==> src/spc_pkg.sv <==
// constants and types for the serial port interface configuration block
package spc_pkg;
  // register addresses on the serial port (15-bit instruction address)
  localparam logic [14:0] ADDR_CONFIG_A = 15'h0000;
  localparam logic [14:0] ADDR_CONFIG_B = 15'h0001;
  localparam logic [7:0] CONFIG_A_RESET = 8'h00;
  localparam logic [7:0] CONFIG_B_RESET = 8'h00;
  // config a field positions
  localparam int A_SOFT_RESET = 0;
  localparam int A_BIT_ORDER = 1;
  localparam int A_ADDR_DIR = 2;
  localparam int A_FOUR_WIRE = 3;
  // config b field positions
  localparam int B_AUX_ZERO = 1;
  localparam int B_AUX_ONE = 2;
  localparam int B_RSV_LO = 3;
  localparam int B_RSV_HI = 5;
  localparam int B_STALL = 6;
  localparam int B_SINGLE = 7;
  // reset line index
  localparam int RL_SOFT = 0;
  localparam int RL_AUX_ZERO = 1;
  localparam int RL_AUX_ONE = 2;
  localparam int N_RESETS = 3;
  // bit counters: 16-bit instruction, 8-bit data bytes
  localparam logic [3:0] INSTR_LAST = 4'hF;
  localparam logic [3:0] BYTE_LAST = 4'h7;
  // clock cycles each reset line stays high
  localparam logic [2:0] RST_CYCLES = 3'h4;
  // clock cycles of chip select high beyond which a stalled transfer ends
  localparam logic [3:0] STALL_LIMIT = 4'hC;
  typedef enum logic [3:0] {
    ST_IDLE = 4'h1,
    ST_INSTR = 4'h2,
    ST_DATA = 4'h4,
    ST_DONE = 4'h8
  } spc_state_type;
endpackage

==> src/spc_serial_config.sv <==
// serial control port slave with the two interface configuration registers
`timescale 1ns/10ps

module spc_serial_config
  import spc_pkg::*;
(
  input wire logic clk,
  input wire logic reset_n,
  input wire logic sclk,
  input wire logic cs_n,
  input wire logic sdio_i,
  output logic sdio_o,
  output logic sdio_oe,
  output logic sdo_o,
  output logic sdo_oe,
  output logic four_wire_enable,
  output logic addr_direction,
  output logic bit_order_select,
  output logic single_transfer_select,
  output logic select_stall_enable,
  output logic self_clear_reset,
  output logic aux_reset_zero,
  output logic aux_reset_one
);

  // ----------------------------------------
  // state
  // ----------------------------------------
  typedef struct packed {
    spc_state_type st;
    logic sclk_m;
    logic sclk_s;
    logic sclk_p;
    logic cs_m;
    logic cs_s;
    logic cs_p;
    logic din_m;
    logic din_s;
    logic [15:0] shift;
    logic [3:0] cnt;
    logic rw;
    logic [14:0] addr;
    logic [7:0] rdbyte;
    logic out_bit;
    logic out_en;
    logic four_wire;
    logic addr_dir;
    logic bit_order;
    logic single;
    logic stall;
    logic [2:0] rsv;
    logic [N_RESETS-1:0] rst_on;
    logic [N_RESETS-1:0][2:0] rst_cnt;
    logic [3:0] pause_cnt;
  } spc_regs_type;

  spc_regs_type q;
  spc_regs_type d;
  logic [15:0] nxt_shift;
  logic [7:0] byte_in;
  logic cs_rise;
  logic cs_fall;
  logic sclk_rise;
  logic sclk_fall;
  logic byte_done;

  // ----------------------------------------
  // register decode and read-back
  // ----------------------------------------
  function automatic logic is_reg(input logic [14:0] a, input logic [14:0] target);
    is_reg = (a == target);
  endfunction

  function automatic logic [7:0] read_reg(input spc_regs_type r, input logic [14:0] a);
    logic [3:0] low;
    logic [7:0] v;
    low = {r.four_wire, r.addr_dir, r.bit_order, r.rst_on[RL_SOFT]};
    v = 8'h00;
    if (is_reg(a, ADDR_CONFIG_A)) begin
      v = {low[0], low[1], low[2], low[3], low};
    end else if (is_reg(a, ADDR_CONFIG_B)) begin
      v = {r.single, r.stall, r.rsv, r.rst_on[RL_AUX_ONE], r.rst_on[RL_AUX_ZERO], 1'b0};
    end
    read_reg = v;
  endfunction

  // ----------------------------------------
  // next state
  // ----------------------------------------
  always_comb begin
    d = q;
    d.sclk_m = sclk;
    d.sclk_s = q.sclk_m;
    d.sclk_p = q.sclk_s;
    d.cs_m = cs_n;
    d.cs_s = q.cs_m;
    d.cs_p = q.cs_s;
    d.din_m = sdio_i;
    d.din_s = q.din_m;
    cs_rise = q.cs_s && !q.cs_p;
    cs_fall = !q.cs_s && q.cs_p;
    sclk_rise = q.sclk_s && !q.sclk_p;
    sclk_fall = !q.sclk_s && q.sclk_p;
    byte_done = (q.st == ST_DATA) && !q.cs_s && sclk_rise && (q.cnt == BYTE_LAST);
    // lsb first shifts in from the top, so the word layout is the same either way
    nxt_shift = q.bit_order ? {q.din_s, q.shift[15:1]} : {q.shift[14:0], q.din_s};
    byte_in = q.bit_order ? nxt_shift[15:8] : nxt_shift[7:0];

    // reset lines count down and self-clear
    for (int i = 0; i < N_RESETS; i++) begin
      if (q.rst_on[i]) begin
        if (q.rst_cnt[i] == 3'h0) begin
          d.rst_on[i] = 1'b0;
        end else begin
          d.rst_cnt[i] = q.rst_cnt[i] - 3'h1;
        end
      end
    end
    // soft reset completion clears the port configuration
    if (q.rst_on[RL_SOFT] && q.rst_cnt[RL_SOFT] == 3'h0) begin
      d.four_wire = 1'b0;
      d.addr_dir = 1'b0;
      d.bit_order = 1'b0;
      d.single = 1'b0;
      d.stall = 1'b0;
      d.rsv = 3'h0;
    end

    // a stalled pause that outlasts the limit ends the transaction
    if (q.st == ST_DATA && q.cs_s) begin
      d.pause_cnt = q.pause_cnt + 4'h1;
      if (q.pause_cnt == STALL_LIMIT) begin
        d.st = ST_IDLE;
      end
    end else begin
      d.pause_cnt = 4'h0;
    end

    // serial transaction; a write later in this process wins over a clear
    if (cs_rise) begin
      d.out_en = 1'b0;
      if (!(q.stall && q.st == ST_DATA && q.cnt == 4'h0)) begin
        d.st = ST_IDLE;
      end
    end else if (cs_fall) begin
      if (q.st == ST_IDLE) begin
        d.st = ST_INSTR;
        d.cnt = 4'h0;
        d.out_en = 1'b0;
      end else if (q.st == ST_DATA && q.rw) begin
        // a stalled read resumes driving the bit already prepared
        d.out_en = 1'b1;
      end
    end else if (!q.cs_s && sclk_rise) begin
      d.shift = nxt_shift;
      case (q.st)
        ST_INSTR: begin
          d.cnt = q.cnt + 4'h1;
          if (q.cnt == INSTR_LAST) begin
            d.rw = nxt_shift[15];
            d.addr = nxt_shift[14:0];
            d.st = ST_DATA;
            d.rdbyte = read_reg(q, nxt_shift[14:0]);
          end
        end
        ST_DATA: begin
          d.cnt = (q.cnt == BYTE_LAST) ? 4'h0 : q.cnt + 4'h1;
          if (q.cnt == BYTE_LAST) begin
            if (!q.rw && is_reg(q.addr, ADDR_CONFIG_A)) begin
              // mirror bits 7..4 are not stored
              d.four_wire = byte_in[A_FOUR_WIRE];
              d.addr_dir = byte_in[A_ADDR_DIR];
              d.bit_order = byte_in[A_BIT_ORDER];
              if (byte_in[A_SOFT_RESET]) begin
                d.rst_on[RL_SOFT] = 1'b1;
                d.rst_cnt[RL_SOFT] = RST_CYCLES - 3'h1;
              end
            end else if (!q.rw && is_reg(q.addr, ADDR_CONFIG_B)) begin
              d.single = byte_in[B_SINGLE];
              d.stall = byte_in[B_STALL];
              d.rsv = byte_in[B_RSV_HI:B_RSV_LO];
              if (byte_in[B_AUX_ONE]) begin
                d.rst_on[RL_AUX_ONE] = 1'b1;
                d.rst_cnt[RL_AUX_ONE] = RST_CYCLES - 3'h1;
              end
              if (byte_in[B_AUX_ZERO]) begin
                d.rst_on[RL_AUX_ZERO] = 1'b1;
                d.rst_cnt[RL_AUX_ZERO] = RST_CYCLES - 3'h1;
              end
            end
            d.addr = q.addr_dir ? q.addr + 15'h1 : q.addr - 15'h1;
            d.rdbyte = read_reg(q, d.addr);
            if (q.single) begin
              d.st = ST_DONE;
              d.out_en = 1'b0;
            end
          end
        end
        ST_IDLE, ST_DONE: begin
        end
        default: begin
          d.st = ST_IDLE;
        end
      endcase
    end else if (!q.cs_s && sclk_fall && q.st == ST_DATA && q.rw) begin
      d.out_en = 1'b1;
      d.out_bit = q.bit_order ? q.rdbyte[q.cnt[2:0]] : q.rdbyte[3'h7 - q.cnt[2:0]];
    end
  end

  always_ff @(posedge clk) begin
    if (!reset_n) begin
      q <= '0;
      q.st <= ST_IDLE;
      // chip select idles high, so its synchroniser does too
      q.cs_m <= 1'b1;
      q.cs_s <= 1'b1;
      q.cs_p <= 1'b1;
    end else begin
      q <= d;
    end
  end

  // ----------------------------------------
  // outputs
  // ----------------------------------------
  assign sdio_o = q.out_bit;
  assign sdo_o = q.out_bit;
  assign sdio_oe = q.out_en && !q.four_wire;
  assign sdo_oe = q.out_en && q.four_wire;
  assign four_wire_enable = q.four_wire;
  assign addr_direction = q.addr_dir;
  assign bit_order_select = q.bit_order;
  assign single_transfer_select = q.single;
  assign select_stall_enable = q.stall;
  assign self_clear_reset = q.rst_on[RL_SOFT];
  assign aux_reset_zero = q.rst_on[RL_AUX_ZERO];
  assign aux_reset_one = q.rst_on[RL_AUX_ONE];

  // ----------------------------------------
  // checks
  // ----------------------------------------
  a_mirror_bits: assert property (@(posedge clk) disable iff (!reset_n)
    read_reg(q, ADDR_CONFIG_A) ==
    {self_clear_reset, bit_order_select, addr_direction, four_wire_enable,
     four_wire_enable, addr_direction, bit_order_select, self_clear_reset})
    else $error("config a mirror bits disagree with low bits");

  a_four_wire_pin: assert property (@(posedge clk) disable iff (!reset_n)
    sdo_oe |-> (!sdio_oe && four_wire_enable))
    else $error("read data driven on the wrong pin");

  a_addr_step: assert property (@(posedge clk) disable iff (!reset_n)
    byte_done |=> (q.addr == ($past(q.addr_dir) ? $past(q.addr) + 15'h1
                                                 : $past(q.addr) - 15'h1)))
    else $error("streaming address stepped the wrong way");

  a_bit_order_in: assert property (@(posedge clk) disable iff (!reset_n)
    (sclk_rise && !q.cs_s && q.st == ST_INSTR) |=>
    (($past(q.bit_order) ? q.shift[15] : q.shift[0]) == $past(q.din_s)))
    else $error("input bit entered at the wrong end");

  a_soft_pulse: assert property (@(posedge clk) disable iff (!reset_n)
    $rose(self_clear_reset) |-> self_clear_reset[*4] ##1 !self_clear_reset)
    else $error("soft reset line did not self-clear after four cycles");

  a_single_stop: assert property (@(posedge clk) disable iff (!reset_n)
    (byte_done && single_transfer_select && !cs_rise) |=> (q.st == ST_DONE) ##1 !sdio_oe)
    else $error("single transfer mode streamed past one byte");

  a_stall_end: assert property (@(posedge clk) disable iff (!reset_n)
    (cs_rise && !select_stall_enable) |=> (q.st == ST_IDLE))
    else $error("transfer survived chip select with stalling off");

  a_pause_limit: assert property (@(posedge clk) disable iff (!reset_n)
    (q.st == ST_DATA && q.cs_s && q.pause_cnt == STALL_LIMIT) |=> (q.st == ST_IDLE))
    else $error("stalled transfer outlived the pause limit");

  a_resume_drive: assert property (@(posedge clk) disable iff (!reset_n)
    (cs_fall && q.st == ST_DATA && q.rw) |=> (sdio_oe || sdo_oe))
    else $error("resumed read left the data pin undriven");

  a_aux_pulse: assert property (@(posedge clk) disable iff (!reset_n)
    $rose(aux_reset_one) |-> aux_reset_one[*4] ##1 !aux_reset_one)
    else $error("auxiliary reset one did not self-clear after four cycles");

  a_reset_zero: assert property (@(posedge clk) disable iff (1'b0)
    !reset_n |=> (read_reg(q, ADDR_CONFIG_A) == CONFIG_A_RESET &&
                  read_reg(q, ADDR_CONFIG_B) == CONFIG_B_RESET && q.st == ST_IDLE))
    else $error("configuration not zero after reset");

endmodule

==> config.mk <==
export PLATFORM = sky130hd
export DESIGN_NAME = spc_serial_config
export DESIGN_NICKNAME = d
export VERILOG_FILES = /design/src/spc_pkg.sv /design/src/spc_serial_config.sv
export SDC_FILE = /design/constraint.sdc
export NUM_CORES = 1
export LEC_CHECK = 0
export ABC_AREA = 1
export BUFFER_PORTS_ARGS = -buffer_cell sky130_fd_sc_hd__buf_2
export CAP_MARGIN = 20
export CORE_ASPECT_RATIO = 0.8
export CORE_UTILIZATION = 30
export DETAILED_ROUTE_END_ITERATION = 10
export GPL_TIMING_DRIVEN = 0
export RECOVER_POWER = 25
export SYNTH_ARGS = -nofsm -noshare
export SYNTH_HDL_FRONTEND = slang
export SYNTH_SLANG_ARGS = --single-unit
==> constraint.sdc <==
create_clock -name clk -period 2.3 [get_ports clk]
set_input_delay 0.23 -clock clk [delete_from_list [all_inputs] [get_ports clk]]
set_output_delay 0.23 -clock clk [all_outputs]
set_load 0.005 [all_outputs]
==> impl_metrics.yaml <==
route:
  drc: 0
  firstDrtPassIters: 5
  first_iter_violations: 582
  route.vias.total: 5264
  wirelength_um: 15420
  vias_per_cell: 5.071
  postRouteAntennaNets: 0
  avgRoutedWirePerCell_um: 14.86
cts:
  cts.path.max_buffers: 2
  cts_sinks: 82
  cts_hold_buf: 0
  cts.clk_slew.worst_paths_ns: 0.08
  cts_buffers: 9
  clkLatencyLatePin_ns: 0.35
  cts_root_buf: "clkbuf_16"
  cts_max_level: 3
  cts_tree: "done"
placement:
  hpwl_um: 11480
  io_buffers: 15
  postPlaceCellArea_um2: 5478
  dpl.cell_count: 1012
  gp_congestion: 0.8828
yosys:
  synth.avg_cell_area_um2: 6.599
  async_flop_share_pct: 0
  yosysTopAreaCell: "dfxtp_1"
  ys_ff_latch: 82
  synth_top_cell_area_share_pct: 32.02
  synth_edf_count: 0
  synth-warning-count: 0
  post_synth_num_cell_types: 45
  yosysSeqAreaShare_pct: 32.02
  synthCells: 777
  netlist_area_um2: 5127
  syn-num-nets: 797
  ys.flop_type: "dfxtp_1"
  synth.area.top_cells: "dfxtp_1, nand2_1, a21oi_1"
sta:
  hold_slack_ns: 0.05562
  setup_viol: 0
  skew_ns: 0.01153
  min_period_ns: 2.176
  slew_headroom_pct: 52.68
  hold_viol: 0
  fin_crit_sh_pct: 94.62
  fmax_ghz: 0.4595
  drv_slew: 0
  rsz0062_at_grt: "true"
  worst_slew_pin_slew_ns: 0.7099
grt:
  use_met1_pct: 27.53
  grtUsageMet2_pct: 25.97
  antenna_found_initial: 0
  grt_pass1_vias: 4806
  grt_use_met3_pct: 3.333
  top_usage_layer: "met1"
  grt-ovfl-total: 0
  grt_max_degree: 19
  grtUsageTotal_pct: 18.18
  grt_pass1_wl_um: 25230
power_and_ir_drop:
  ir_drop_mv: 0.3795
  p_per_area_nw_per_um2: 500.0
  power.leakage_nw: 2.614
cells_and_area:
  postLayoutCoreUtil_pct: 36.76
  area_delta_synth_final_pct: 19.06
  drive_gt1_share_pct: 18.46
  antennaDiodeCount: 0
  finalInstanceArea_um2: 6105
  layout.cells.non_filler: 1038
  nets: 833
worst_setup_path:
  r2r_slack_ns: 0.12
  critPathCaptureType: "flip-flop"
  crit_required_ns: 2.58
  crit_start: "bit_order_select"
  timing.rr.start: "bit_order_select"
  crit_path_end: "q[27]"
  cp-start-kind: "flip-flop"
  arrival_ns: 2.46
  reg2reg_to: "q[27]"
  crit_type: "flip-flop to flip-flop"
  reg2reg_depth: 11
  crit_fanout: 10
status:
  status: "finished clean"
die:
  initial_core_util_pct: 30.88
  die-area_um2: 17620
  die_w_um: 148.2
  num_rows: 42
  core_um2: 16610
  io_pins: 17
  die-height_um: 118.9
min_path:
  hold_path_class: "input pin to flip-flop"
job:
  drv_cap: 0
report_power, final:
part	total [mW]	switching (mW)	leakage (nW)	internal (mW)
Sequential	1.44	0.00741	0.666	1.43
Combinational	0.135	0.0912	1.80	0.0441
Clock	1.48	0.704	0.150	0.777
worst min-delay path by stage:
stage | startpoint | end | slack, ns | cells past startpoint
after floorplan | sdio_i | d[70] | 0.33 | 2
after global placement | d[73] | d[72] | 0.40 | 1
after detailed placement | d[76] | d[75] | 0.40 | 2
after CTS | sdio_i | d[70] | 0.05 | 3
after global routing | cs_n | d[73] | 0.06 | 2
final | sclk | d[76] | 0.06 | 3
cell families after synthesis:
| group | after synthesis | synth area share [%] |
|---|---|---|
| adder cells (fa/ha/maj) | 15 | 3.660 |
| flip-flops | 82 | 32.02 |
| XOR/XNOR | 7 | 1.196 |
| buffers and inverters | 143 | 11.25 |
| AND/OR/NAND/NOR | 345 | 30.67 |
| AO/OA/AOI/OAI | 185 | 21.21 |
area by class of cell:
class | count | area, um^2
Fill cell | 1790 | 10500
Multi-Input combinational cell | 552 | 3118
Sequential cell | 82 | 1653
Inverter | 113 | 429.2
Tap cell | 220 | 275.3
Clock buffer | 9 | 225.2
Buffer | 30 | 177.7
Timing Repair Buffer | 25 | 150.1
Clock inverter | 7 | 76.32
stage by stage:
step / worst slack (ns) / setup TNS [ns] / power [mW]
floorplan: 0.3573 / 0 / 1.555
global placement: -0.08310 / -0.1666 / 1.590
detailed placement: -0.07828 / -0.1795 / 1.590
CTS: 0.001580 / 0 / 3.059
global route: -0.04870 / -0.09409 / 3.152
finish: 0.1238 / 0 / 3.052
registers in the layout, indices dropped and copies added, names as in the netlist:
| signal | count |
|---|---|
| q | 68 |
| d | 5 |
| addr_direction | 1 |
| aux_reset_one | 1 |
| aux_reset_zero | 1 |
| bit_order_select | 1 |
| four_wire_enable | 1 |
| sdio_o | 1 |
| select_stall_enable | 1 |
| self_clear_reset | 1 |
| single_transfer_select | 1 |
metal layers:
metal | share of wire, % | vias to the layer above | routed length, um
met1 | 50 | 2408 | 7719
met4 | 1.2 | 0 | 187
met3 | 7.9 | 16 | 1218
met5 | 0 | - | 0
met2 | 41 | 198 | 6296
li1 | - | 2642 | -
cells in the mapped netlist (3+ instances only):
cell type / instances
nor2_2: 9
o2111ai_1: 6
a21oi_1: 80
inv_2: 9
nor2_4: 3
xor2_1: 5
clkbuf_1: 16
buf_2: 8
a22oi_1: 3
nand2_1: 153
a31oi_1: 5
a211oi_1: 8
o21ai_0: 56
o221a_2: 4
nor3_1: 15
a221oi_1: 6
or2_2: 8
nand3_1: 52
nand4_1: 9
nor2_1: 78
nand2_2: 3
buf_4: 4
inv_1: 104
o211ai_1: 6
nand3_2: 3
ha_1: 15
dfxtp_1: 82
placed cells by master, fill, tap and decap left out, types with 6 or more instances in the layout:
master,n
o211ai_1,6
a221oi_1,6
clkbuf_16,9
nor2_2,9
nand3_2,8
inv_1,99
o2111ai_1,6
dfxtp_1,75
buf_2,20
nor2_4,10
a21oi_2,8
nand2_1,147
a211oi_1,8
buf_4,14
nand2_2,7
clkbuf_1,13
inv_2,13
nor2_1,71
or2_2,8
dfxtp_2,6
nand4_1,9
ha_1,12
nand3_1,47
nor3_1,14
a21oi_1,72
o21ai_0,55
critical path, cell delays in order, from the launching register on:
cell	delay (ns)
dfxtp_2	0.33
buf_6	0.13
nand2_1	0.08
inv_1	0.04
a21oi_1	0.36
nand2_1	0.16
nor4_4	0.29
buf_6	0.18
o2111ai_1	0.11
nor2_1	0.20
nor2_1	0.09
a21oi_2	0.13
what timing repair did:
| item | 4_1_cts | 5_1_grt |
|---|---|---|
| hold endpoints to repair | 0 | 0 |
| pin swaps | 0 | 18 |
| resized for setup | 6 | 74 |
| gates cloned | 0 | 1 |
| buffers inserted | 0 | 9 |
| endpoints found under the setup margin | 9 | 30 |
Power figures use the tool's default switching activity.
